`src/common/pwm_guard_pkg.sv`:
```
// constants, types and register map of the pwm protection and steering block
// assumes a 100 MHz clock that also serves as the oscillator period
package pwm_guard_pkg;

  // register byte offsets
  localparam logic [7:0] module_control_off = 8'h00;
  localparam logic [7:0] shutdown_control_off = 8'h04;
  localparam logic [7:0] deadband_control_off = 8'h08;
  localparam logic [7:0] steering_control_off = 8'h0c;
  localparam logic [7:0] status_off = 8'h10;

  // field positions
  localparam int cfg_msb = 7;
  localparam int cfg_lsb = 6;
  localparam int mode_msb = 3;
  localparam int flag_bit = 7;
  localparam int src_msb = 6;
  localparam int src_lsb = 4;
  localparam int pss_ac_msb = 3;
  localparam int pss_ac_lsb = 2;
  localparam int pss_bd_msb = 1;
  localparam int restart_bit = 7;
  localparam int dbc_msb = 6;
  localparam int sync_bit = 4;
  localparam int steer_msb = 3;

  // reset values
  localparam logic [7:0] ctrl_reset = 8'h00;
  localparam logic [3:0] steer_reset = 4'h0;

  // encodings
  localparam logic [1:0] pwm_mode_bits = 2'h3;
  localparam logic [1:0] cfg_single = 2'h0;
  localparam logic [1:0] cfg_half = 2'h2;
  localparam logic [1:0] pss_low = 2'h0;
  localparam logic [1:0] pss_high = 2'h1;

  // timing: one instruction cycle is four oscillator periods
  localparam int tosc_ns = 10;
  localparam int tcy_in_tosc = 4;
  localparam int tcy_ns = tcy_in_tosc * tosc_ns;
  localparam int clk_per_tcy = tcy_ns / tosc_ns;
  localparam int db_cnt_w = 9;

  typedef struct packed {
    logic [3:0] level;
    logic [3:0] oe;
  } pin_bus_s;

endpackage

```
`src/design/pwm_guard.sv`:
```
// pwm auto-shutdown, auto-restart, dead band and output steering
// assumes an upstream pwm source giving pwm_in and a period_start pulse,
// all inputs synchronous to clk, and an avalon-mm master with waitrequest
//
// The register offsets and the Avalon-MM slave port were left to the implementer.
`timescale 1ns/1ps
`default_nettype none

module pwm_guard
  import pwm_guard_pkg::*;
(
  input wire logic clk,
  input wire logic reset_n,
  input wire logic [7:0] address,
  input wire logic read,
  input wire logic write,
  input wire logic [3:0] byteenable,
  input wire logic [31:0] writedata,
  output logic [31:0] readdata,
  output logic waitrequest,
  input wire logic pwm_in,
  input wire logic period_start,
  input wire logic ext_int_pin_n,
  input wire logic [1:0] comparator_output,
  output pwm_guard_pkg::pin_bus_s pins,
  output logic shutdown_active
);

  // ************************************************************
  // declarations
  // ************************************************************
  logic [7:0] module_control_reg;
  logic [7:0] shutdown_control_reg;
  logic [7:0] deadband_control_reg;
  logic [7:0] steering_control_reg;
  logic [3:0] steering_enable_bits;
  logic shutdown_event_flag;
  logic running;
  logic wr_strobe;
  logic flag_write;
  logic condition;
  logic [1:0] output_config_field;
  logic [3:0] mode_select_field;
  logic [2:0] shutdown_source;
  logic [1:0] pair_ac_shutdown_state;
  logic [1:0] pair_bd_shutdown_state;
  logic auto_restart_enable;
  logic [6:0] deadband_count;
  logic steering_sync;
  logic pwm_mode;
  logic [1:0] db_raw;
  logic [1:0] db_out;
  logic [db_cnt_w-1:0] db_load;
  logic [3:0] polarity_inv;
  logic [3:0] next_level;
  logic [3:0] next_oe;
  logic [3:0] run_level;
  logic [3:0] run_oe;
  logic [31:0] next_readdata;

  // ************************************************************
  // decode helpers
  // ************************************************************
  // drive enable of a pin pair in shutdown
  function automatic logic pss_drive(input logic [1:0] pss);
    pss_drive = (pss == pss_low) || (pss == pss_high);
  endfunction

  // level of a pin pair in shutdown
  function automatic logic pss_level(input logic [1:0] pss);
    pss_level = (pss == pss_high);
  endfunction

  // register select for a given offset
  function automatic logic hit(input logic [7:0] addr,
                               input logic [7:0] off);
    hit = (addr == off);
  endfunction

  // ************************************************************
  // field views
  // ************************************************************
  assign output_config_field = module_control_reg[cfg_msb:cfg_lsb];
  assign mode_select_field = module_control_reg[mode_msb:0];
  assign shutdown_source = shutdown_control_reg[src_msb:src_lsb];
  assign pair_ac_shutdown_state =
    shutdown_control_reg[pss_ac_msb:pss_ac_lsb];
  assign pair_bd_shutdown_state = shutdown_control_reg[pss_bd_msb:0];
  assign auto_restart_enable = deadband_control_reg[restart_bit];
  assign deadband_count = deadband_control_reg[dbc_msb:0];
  assign steering_sync = steering_control_reg[sync_bit];
  assign pwm_mode = (mode_select_field[mode_msb:2] == pwm_mode_bits);

  // ************************************************************
  // avalon-mm slave handshake
  // ************************************************************
  assign wr_strobe = write && !waitrequest && byteenable[0];
  assign flag_write = wr_strobe && hit(address, shutdown_control_off);

  // one wait state, then the answer edge
  always_ff @(posedge clk) begin
    if (!reset_n) begin
      waitrequest <= 1'b1;
    end else if ((read || write) && waitrequest) begin
      waitrequest <= 1'b0;
    end else begin
      waitrequest <= 1'b1;
    end
  end

  always_comb begin
    next_readdata = 32'h0000_0000;
    if (hit(address, module_control_off)) begin
      next_readdata[7:0] = module_control_reg;
    end else if (hit(address, shutdown_control_off)) begin
      next_readdata[7:0] = {shutdown_event_flag,
                            shutdown_control_reg[src_msb:0]};
    end else if (hit(address, deadband_control_off)) begin
      next_readdata[7:0] = deadband_control_reg;
    end else if (hit(address, steering_control_off)) begin
      next_readdata[7:0] = steering_control_reg;
    end else if (hit(address, status_off)) begin
      next_readdata[7:0] = {2'h0, condition, running,
                            steering_enable_bits};
    end else begin
      next_readdata = 32'h0000_0000;
    end
  end

  // read data settles with the low waitrequest
  always_ff @(posedge clk) begin
    if (!reset_n) begin
      readdata <= 32'h0000_0000;
    end else if (read && waitrequest) begin
      readdata <= next_readdata;
    end
  end

  // ************************************************************
  // control registers
  // ************************************************************
  always_ff @(posedge clk) begin
    if (!reset_n) begin
      module_control_reg <= ctrl_reset;
      shutdown_control_reg <= ctrl_reset;
      deadband_control_reg <= ctrl_reset;
      steering_control_reg <= ctrl_reset;
    end else if (wr_strobe) begin
      if (hit(address, module_control_off)) begin
        module_control_reg <= writedata[7:0];
      end else if (hit(address, shutdown_control_off)) begin
        shutdown_control_reg <= {1'b0, writedata[src_msb:0]};
      end else if (hit(address, deadband_control_off)) begin
        deadband_control_reg <= writedata[7:0];
      end else if (hit(address, steering_control_off)) begin
        steering_control_reg <= {3'h0, writedata[sync_bit:0]};
      end
    end
  end

  // ************************************************************
  // shutdown source and event flag
  // ************************************************************
  always_comb begin
    condition = 1'b0;
    if (shutdown_source[0] && comparator_output[0]) begin
      condition = 1'b1;
    end
    if (shutdown_source[1] && comparator_output[1]) begin
      condition = 1'b1;
    end
    if (shutdown_source[2] && !ext_int_pin_n) begin
      condition = 1'b1;
    end
  end

  always_ff @(posedge clk) begin
    if (!reset_n) begin
      shutdown_event_flag <= 1'b0;
    end else if (condition) begin
      shutdown_event_flag <= 1'b1;
    end else if (auto_restart_enable) begin
      shutdown_event_flag <= 1'b0;
    end else if (flag_write) begin
      shutdown_event_flag <= writedata[flag_bit];
    end
  end

  // outputs rejoin the pwm only at a period start
  always_ff @(posedge clk) begin
    if (!reset_n) begin
      running <= 1'b1;
    end else if (shutdown_event_flag || condition ||
                 (flag_write && writedata[flag_bit])) begin
      running <= 1'b0;
    end else if (period_start) begin
      running <= 1'b1;
    end
  end

  always_ff @(posedge clk) begin
    if (!reset_n) begin
      shutdown_active <= 1'b0;
    end else begin
      shutdown_active <= shutdown_event_flag || condition || !running;
    end
  end

  // ************************************************************
  // steering update
  // ************************************************************
  always_ff @(posedge clk) begin
    if (!reset_n) begin
      steering_enable_bits <= steer_reset;
    end else if (wr_strobe && hit(address, steering_control_off) &&
                 !writedata[sync_bit]) begin
      steering_enable_bits <= writedata[steer_msb:0];
    end else if (steering_sync && period_start) begin
      steering_enable_bits <= steering_control_reg[steer_msb:0];
    end
  end

  // ************************************************************
  // dead band, a from pwm and b from its complement
  // ************************************************************
  assign db_raw = {!pwm_in, pwm_in};
  assign db_load = db_cnt_w'(deadband_count) * db_cnt_w'(clk_per_tcy);

  generate
    for (genvar i = 0; i < 2; i++) begin : g_db
      logic [db_cnt_w-1:0] cnt;
      always_ff @(posedge clk) begin
        if (!reset_n) begin
          cnt <= '0;
        end else if (!db_raw[i]) begin
          cnt <= db_load;
        end else if (cnt != '0) begin
          cnt <= cnt - 1'b1;
        end
      end
      // active only after the full delay, so a long delay hides it
      assign db_out[i] = db_raw[i] && (cnt == '0);
    end
  endgenerate

  // ************************************************************
  // running output mux
  // ************************************************************
  // bit1 inverts pair a/c, bit0 inverts pair b/d
  assign polarity_inv = {mode_select_field[0], mode_select_field[1],
                         mode_select_field[0], mode_select_field[1]};

  always_comb begin
    run_level = 4'h0;
    run_oe = 4'h0;
    if (pwm_mode && output_config_field == cfg_single) begin
      run_oe = steering_enable_bits;
      run_level = {4{pwm_in}} ^ polarity_inv;
    end else if (pwm_mode && output_config_field == cfg_half) begin
      run_oe = 4'h3;
      run_level = {2'h0, db_out} ^ {2'h0, polarity_inv[1:0]};
    end
  end

  // ************************************************************
  // shutdown override and pin registers
  // ************************************************************
  always_comb begin
    next_level = run_level;
    next_oe = run_oe;
    if (shutdown_event_flag || condition || !running) begin
      for (int p = 0; p < 4; p++) begin
        if (run_oe[p]) begin
          if (p[0] == 1'b0) begin
            next_oe[p] = pss_drive(pair_ac_shutdown_state);
            next_level[p] = pss_level(pair_ac_shutdown_state);
          end else begin
            next_oe[p] = pss_drive(pair_bd_shutdown_state);
            next_level[p] = pss_level(pair_bd_shutdown_state);
          end
        end
      end
    end
  end

  always_ff @(posedge clk) begin
    if (!reset_n) begin
      pins <= '0;
    end else begin
      pins.level <= next_level;
      pins.oe <= next_oe;
    end
  end

endmodule // pwm_guard

`default_nettype wire

```
`config.mk`:
```
export PLATFORM = sky130hd
export DESIGN_NAME = pwm_guard
export DESIGN_NICKNAME = d
export VERILOG_FILES = /design/src/common/pwm_guard_pkg.sv /design/src/design/pwm_guard.sv
export SDC_FILE = /design/constraint.sdc
export NUM_CORES = 1
export LEC_CHECK = 0
export ABC_AREA = 1
export BUFFER_PORTS_ARGS = -buffer_cell sky130_fd_sc_hd__buf_4
export CORE_ASPECT_RATIO = 0.8
export CORE_MARGIN = 4
export CORE_UTILIZATION = 25
export CTS_BUF_LIST = sky130_fd_sc_hd__clkbuf_8
export DETAILED_ROUTE_END_ITERATION = 10
export GPL_TIMING_DRIVEN = 0
export SYNTH_ARGS = -nofsm -noshare
export SYNTH_HDL_FRONTEND = slang
export SYNTH_SLANG_ARGS = --single-unit
```
`constraint.sdc`:
```
create_clock -name clk -period 3.1 [get_ports clk]
set_clock_uncertainty 0.15 [all_clocks]
set_input_delay 0.31 -clock clk [delete_from_list [all_inputs] [get_ports clk]]
set_output_delay 0.31 -clock clk [all_outputs]
set_load 0.01 [all_outputs]
```
Word level (Yosys, flattened, before mapping)

Index checks and enable logic that the tools add are counted.

Register bits after elaboration: 70
Output and inout bits: 42
Word-level logic and storage cells: 112

Add/sub/neg operators: 2
Equality and inequality tests: 9
Muxes and demuxes: 34
Bitwise gates (word level): 6
Reductions and logical operators: 45

Operators by type and width:

| operator                                                               | number |
|---|---|
| 9-bit 2-to-1 mux                                                       | 4 |
| 4-bit 2-to-1 mux                                                       | 6 |
| 8-bit 2-to-1 mux                                                       | 3 |
| 9-bit zero test                                                        | 2 |
| 9-bit nonzero test                                                     | 2 |
| 9-bit by 1-bit subtractor with 9-bit output (second input constant)    | 2 |
| 1-bit 2-to-1 mux                                                       | 17 |
| 8-bit by 4-bit equality test with 1-bit output (second input constant) | 2 |
| 1-bit logical AND                                                      | 16 |
| 6-bit 2-to-1 mux                                                       | 2 |
| 8-bit by 3-bit equality test with 1-bit output (second input constant) | 1 |
| 8-bit by 5-bit equality test with 1-bit output (second input constant) | 1 |
| 8-bit zero test                                                        | 1 |
| 2-bit zero test                                                        | 3 |
| 1-bit logical OR                                                       | 6 |
| 2-bit nonzero test                                                     | 3 |
| 1-bit zero test                                                        | 5 |
| 5-bit AND reduction                                                    | 1 |
| 2-bit by 1-bit equality test with 1-bit output (second input constant) | 2 |
| 2-bit equality test (second input constant)                            | 2 |
| 2-bit 2-to-1 mux                                                       | 2 |
| 1-bit inverter                                                         | 4 |
| 2-bit AND reduction                                                    | 2 |
| 4-bit AND reduction                                                    | 1 |
| 6 further kinds                                                        | 6 |

Depth between registers and ports, before layout

Depth after elaboration: 9
Mapped depth: 10
Gate-level depth less buffers: 10

Worst setup path after synthesis

No wires, ideal clock.

Path type: flip-flop to flip-flop
From: register g_db[1].cnt[0]
To: register g_db[1].cnt[4]
Library setup time: 0.122 ns
Arrival: 1.216 ns
Data required time: 2.828 ns
Slack: 1.613 ns
Stages on the path, launching flop included: 10
Buffers on the path: 0
Path through: dfxtp_1 > inv_1 > ha_1 > nand3_1 > nor2_1 > nand2_1 > nand2_1 > inv_1 > o21ai_0 > a21oi_1

Word-level cells in the longest chain between the ends: 3
Elaborated cells on any way between the ends: 5

RTL lines:

| what                                        | RTL line         | RTL |
|---|---|---|
| start: declaration                          | pwm_guard.sv:231 | `logic [db_cnt_w-1:0] cnt;` |
| start signal: assignment                    | pwm_guard.sv:236 | `cnt <= db_load;` |
| start signal: assignment                    | pwm_guard.sv:238 | `cnt <= cnt - 1'b1;` |
| 9-bit by 1-bit subtractor with 9-bit output | pwm_guard.sv:238 |  |
| 9-bit 2-to-1 mux                            | pwm_guard.sv:237 | `end else if (cnt != '0) begin` |
| 9-bit 2-to-1 mux                            | pwm_guard.sv:235 | `end else if (!db_raw[i]) begin` |

Several ways; a longest one is shown, not always the timed one. The select of a mux whose other input is x is not followed.
A chain may end at the register's enable or synchronous reset.

Final worst setup path

From: register g_db[0].cnt[0]
To: register pins[4] in the netlist's numbering

Word-level cells in the longest chain between the ends: 7

RTL lines:

| what                     | RTL line         | RTL |
|---|---|---|
| start: declaration       | pwm_guard.sv:231 |  |
| start signal: assignment | pwm_guard.sv:236 |  |
| start signal: assignment | pwm_guard.sv:238 |  |
| 9-bit zero test (*)      | pwm_guard.sv:242 | `assign db_out[i] = db_raw[i] && (cnt == '0);` |
| 1-bit logical AND (*)    | pwm_guard.sv:242 |  |
| 2-bit bitwise XOR (*)    | pwm_guard.sv:261 | `run_level = {2'h0, db_out} ^ {2'h0, polarity_inv[1:0]};` |
| 2-bit 2-to-1 mux (*)     | pwm_guard.sv:259 | `end else if (pwm_mode && output_config_field == cfg_half) begin` |
| 4-bit 2-to-1 mux (*)     | pwm_guard.sv:256 | `if (pwm_mode && output_config_field == cfg_single) begin` |
| 1-bit 2-to-1 mux         | pwm_guard.sv:273 | `if (run_oe[p]) begin` |
| 4-bit 2-to-1 mux (*)     | pwm_guard.sv:271 | `if (shutdown_event_flag \|\| condition \|\| !running) begin` |
| end: declaration         | pwm_guard.sv:25  | `output pwm_guard_pkg::pin_bus_s pins,` |

Mark *: on every way between the ends. The rest lies on a longest branch, timed or not.

==> summary.txt <==
Status
  – Outcome: completed

Critical path
  – Critical path's slowest cell: sky130_fd_sc_hd__dfxtp_1
  – Worst flop-to-flop path startpoint: g_db[0].cnt[0]
  – Crit path kind: reg -> reg
  – Worst flop-to-flop path endpoint: pins[4]
  – Category of the worst setup path capture point: flop
  – Largest fanout on the critical path: 8
  – Crit-path cells: inv_1, ha_1, nand3_1, nor2_1, nand2_2, o21ai_0, nand3_1, a21oi_1
  – CP peak stage delay: 0.32 ns
  – R2R Setup Slk: 1.20 ns
  – Worst reg-to-reg path cell count: 8
  – Arrival @ worst endpoint: between 2 and 2.5 ns
  – Type of origin of the critical path: flop
  – Cell with the most instances on the worst path: sky130_fd_sc_hd__nand3_1
  – Req. time, crit path: approximately 3.2 ns

Power and ir drop
  – Total power draw: roughly 0.0026 W
  – Switching fraction of total power: a little over a third
  – Total leakage power: ~2.0 nW
  – Total net switching power: just over 0.0009 W
  – Internal Power: roughly 0.0016 W
  – Proportion of power drawn by flip-flops and latches: between 40% and 50%
  – Portion of total power attributed to combinational logic: between 30 and 40%
  – Clock Power Share: a little over a quarter
  – IR Drop Worst-Case VDD: ~0.00023 V
  – Power density relative to cell area: 579 nW/um^2

Cells and area
  – Layout Area Growth over Synthesis: 22.4%
  – Final net count: approximately 640
  – Flip-flop count of the largest register, all copies and words added: 18
  – Fin cells: approximately 770
  – Diode insertion count for antenna repair: 0
  – Register ranked first by flip-flop count: g_db.cnt
  – Share of final-layout standard cells stronger than drive strength 1: 19.3%

Drt
  – Detailed Route Iter0 Violations: roughly 320
  – Average vias per placed instance: 4.46
  – Iteration count of the initial detailed-routing pass: 6
  – Post-DR wirelength/cell: approximately 14 um
  – Overall via count from detail_route: about 3,400
  – Antenna violation net count after detailed routing: 0
  – DRC: 0
  – Wirelength, routed: ~11,000 um

Floorplan
  – Die ar.: approximately 16,000 sq um
  – Core footprint: ~14,000 sq um
  – I/O pins: between 90 and 100
  – Horizontal die dimension: roughly 140 um
  – Initial Util: between 20% and 30%
  – Number of rows in the core area: 38
  – Die span in y: approximately 120 um

Synth
  – Cell with the most instances after synthesis: sky130_fd_sc_hd__nand2_1
  – Sequential area share after synthesis: around two fifths
  – Number of flip-flops and latches in the synthesized netlist: 70
  – Dominant cells by area after synthesis: sky130_fd_sc_hd__dfxtp_1, sky130_fd_sc_hd__a21oi_1, sky130_fd_sc_hd__nand2_1
  – Share of synthesized area spent on multiplexers: 0%
  – Main synth FF type: sky130_fd_sc_hd__dfxtp_1
  – Complex-gate fraction of the synthesized area: about a fifth
  – Post-synthesis simple-gate area fraction: around a quarter
  – Xor/xnor share of the synthesized area: ~1.5%
  – Post-synth design cell area: roughly 3600 sq um
  – Count of distinct cell types in the synthesized netlist: 36
  – Post-synth EDFFs: 0
  – Warning count from the yosys run: 0
  – Number of standard cells after synthesis: 506
  – Proportion of netlist area held by the largest area contributor: 38.9%
  – Average cell area after synthesis: between 7 and 8 sq um
  – Synthesized-area fraction occupied by adder cells: 0.695%
  – Proportion of register bits with asynchronous set or reset after synthesis: 0%
  – Largest family of logic cells by synthesized area: simple AND/OR/NAND/NOR gates
  – Synth area leader: sky130_fd_sc_hd__dfxtp_1
  – Commonest cells in the synthesized netlist: sky130_fd_sc_hd__nand2_1, sky130_fd_sc_hd__dfxtp_1, sky130_fd_sc_hd__a21oi_1, sky130_fd_sc_hd__inv_1, sky130_fd_sc_hd__o21ai_0

Timing
  – Final worst slack: approximately 1.2 ns
  – Final max-slew violation count: 0
  – Max Clock Freq: 526 MHz
  – Transition time of the tightest slew-check pin: a little under 0.6 ns
  – Accumulated negative setup slack: 0 ns
  – Final hold viol count: 0
  – Setup Viol. Count Final: 0
  – Fin crit share: 61.3%
  – Relative slew slack: 60.4%
  – Unrepaired setup endpoints after global routing: false
  – Post-layout minimum cycle time: around 1.9 ns

Hold path
  – End point of the worst hold path: waitrequest
  – Hold Path Cell Cnt: 2
  – Hold Startpoint: write
  – Type of the tightest min-delay check: in -> reg

Run
  – Max_cap viols: 0

GRT
  – Global-route wire length before repair: ~17,000 um
  – Via count of the first global-routing pass: about 3,100
  – Pin count of the biggest net entering global routing: 11
  – Remaining global-route overflow: 0
  – Number of antenna violations at the first check in global routing: 0
  – Total global-route track usage: between 10% and 20%

Clocking
  – Clock network latency to the later pin of the worst-skew pair: approximately 0.35 ns
  – Hold-fix buffers at CTS: 1
  – Root Buffer: sky130_fd_sc_hd__clkbuf_8
  – Clk sinks: 70
  – CTS tree: yes
  – Number of clock buffers inserted by TritonCTS: 9
  – Post-CTS clock slew at the launch and capture registers of the worst setup and hold paths: 0.07 ns
  – Gates resized, CTS repair: 0
  – Post-CTS Setup Inserts: 0
  – Max H-tree Level: 3
  – Clock tree buffer depth: 2

Place
  – Number of input and output port buffers inserted: between 40 and 50
  – Routability Congestion: ~0.89
  – Placed instance count: 751
  – Worst slack after detailed placement: roughly 1.3 ns
  – Half-perimeter wire length after placement: roughly 8000 um
-- critical path: cells and delay by family, from the launching register on --
family / cells / cell delay [ns]
simple gates: 4 / 0.61
compound gates: 2 / 0.45
flops: 1 / 0.32
fa+ha+maj: 1 / 0.20
buf+inv: 1 / 0.07
-- cell usage in the layout, fill, tap and decap left out, types with 4 or more instances in the layout --
master | synthesis | final
sky130_fd_sc_hd__nand2_2 | 5 | 5
sky130_fd_sc_hd__dfxtp_1 | 70 | 70
sky130_fd_sc_hd__inv_1 | 60 | 63
sky130_fd_sc_hd__nand2_4 | 4 | 4
sky130_fd_sc_hd__buf_4 | 24 | 66
sky130_fd_sc_hd__inv_2 | 7 | 7
sky130_fd_sc_hd__nor2_2 | 5 | 5
sky130_fd_sc_hd__clkbuf_8 | 0 | 9
sky130_fd_sc_hd__a21oi_1 | 66 | 66
sky130_fd_sc_hd__clkbuf_1 | 7 | 7
sky130_fd_sc_hd__nor2_1 | 41 | 41
sky130_fd_sc_hd__a31oi_1 | 5 | 5
sky130_fd_sc_hd__nor2_4 | 5 | 5
sky130_fd_sc_hd__o21ai_0 | 44 | 44
sky130_fd_sc_hd__nor3_1 | 7 | 7
sky130_fd_sc_hd__o21ai_1 | 9 | 9
sky130_fd_sc_hd__nand3_1 | 29 | 29
sky130_fd_sc_hd__xor2_1 | 6 | 6
sky130_fd_sc_hd__nand2_1 | 82 | 82
sky130_fd_sc_hd__conb_1 | 1 | 24
-- layer usage --
layer,global-route usage [%],part of all wire (%)
met1,21.0,51
met2,16.3,37
met3,4.57,11
met4,3.64,1.5
met5,0,0
-- logic make-up (layout without fill, tap and decap cells) --
logic type               after synthesis  in the layout
AND/OR/NAND/NOR                      186            186
AO/OA/AOI/OAI                        135            135
buffers and inverters                106            163
flip-flops                            70             70
XOR/XNOR                               6              6
adder cells (fa/ha/maj)                2              2
other                                  1             24
-- power groups by stage --
stage	clock [W]	combinational, W	sequential [W]
global route	0.000738	0.000982	0.00105
floorplan	0	0.000650	0.00104
finish	0.000684	0.000836	0.00103
CTS	0.000704	0.000842	0.00103
detailed placement	0	0.000836	0.00105
global placement	0	0.000835	0.00105
-- metrics by stage --
step | util (%) | area [sq um] | hold WS [ns]
finish | 31.9 | 4410 | 0.0399
global route | 31.9 | 4410 | 0.0334
CTS | 31.9 | 4410 | 0.0270
detailed placement | 30.6 | 4230 | 0.295
global placement | 30.6 | 4230 | 0.294
floorplan | - | 3690 | 0.272
-- worst max-delay path by stage --
| stage | from | to | depth (start not counted) |
|---|---|---|---|
| 3_5_place_dp | g_db[0].cnt[0] | pins[4] | 8 |
| 4_1_cts | g_db[0].cnt[0] | pins[4] | 8 |
| 3_3_place_gp | g_db[0].cnt[0] | pins[4] | 8 |
| 2_1_floorplan | g_db[1].cnt[0] | g_db[1].cnt[4] | 9 |
| 6_report | g_db[0].cnt[0] | pins[4] | 8 |
| 5_1_grt | g_db[0].cnt[0] | pins[4] | 8 |
-- cell type report --
cell class                      instances  area [sq um]
Buffer                                 36           250
Sequential cell                        70          1400
Clock inverter                          5          46.3
Timing Repair Buffer                   43           325
Clock buffer                            9           124
Fill cell                            1504          9430
Tap cell                              180           225
Inverter                               70           270
Multi-Input combinational cell        353          1770
(Power assumes the default switching activity.)
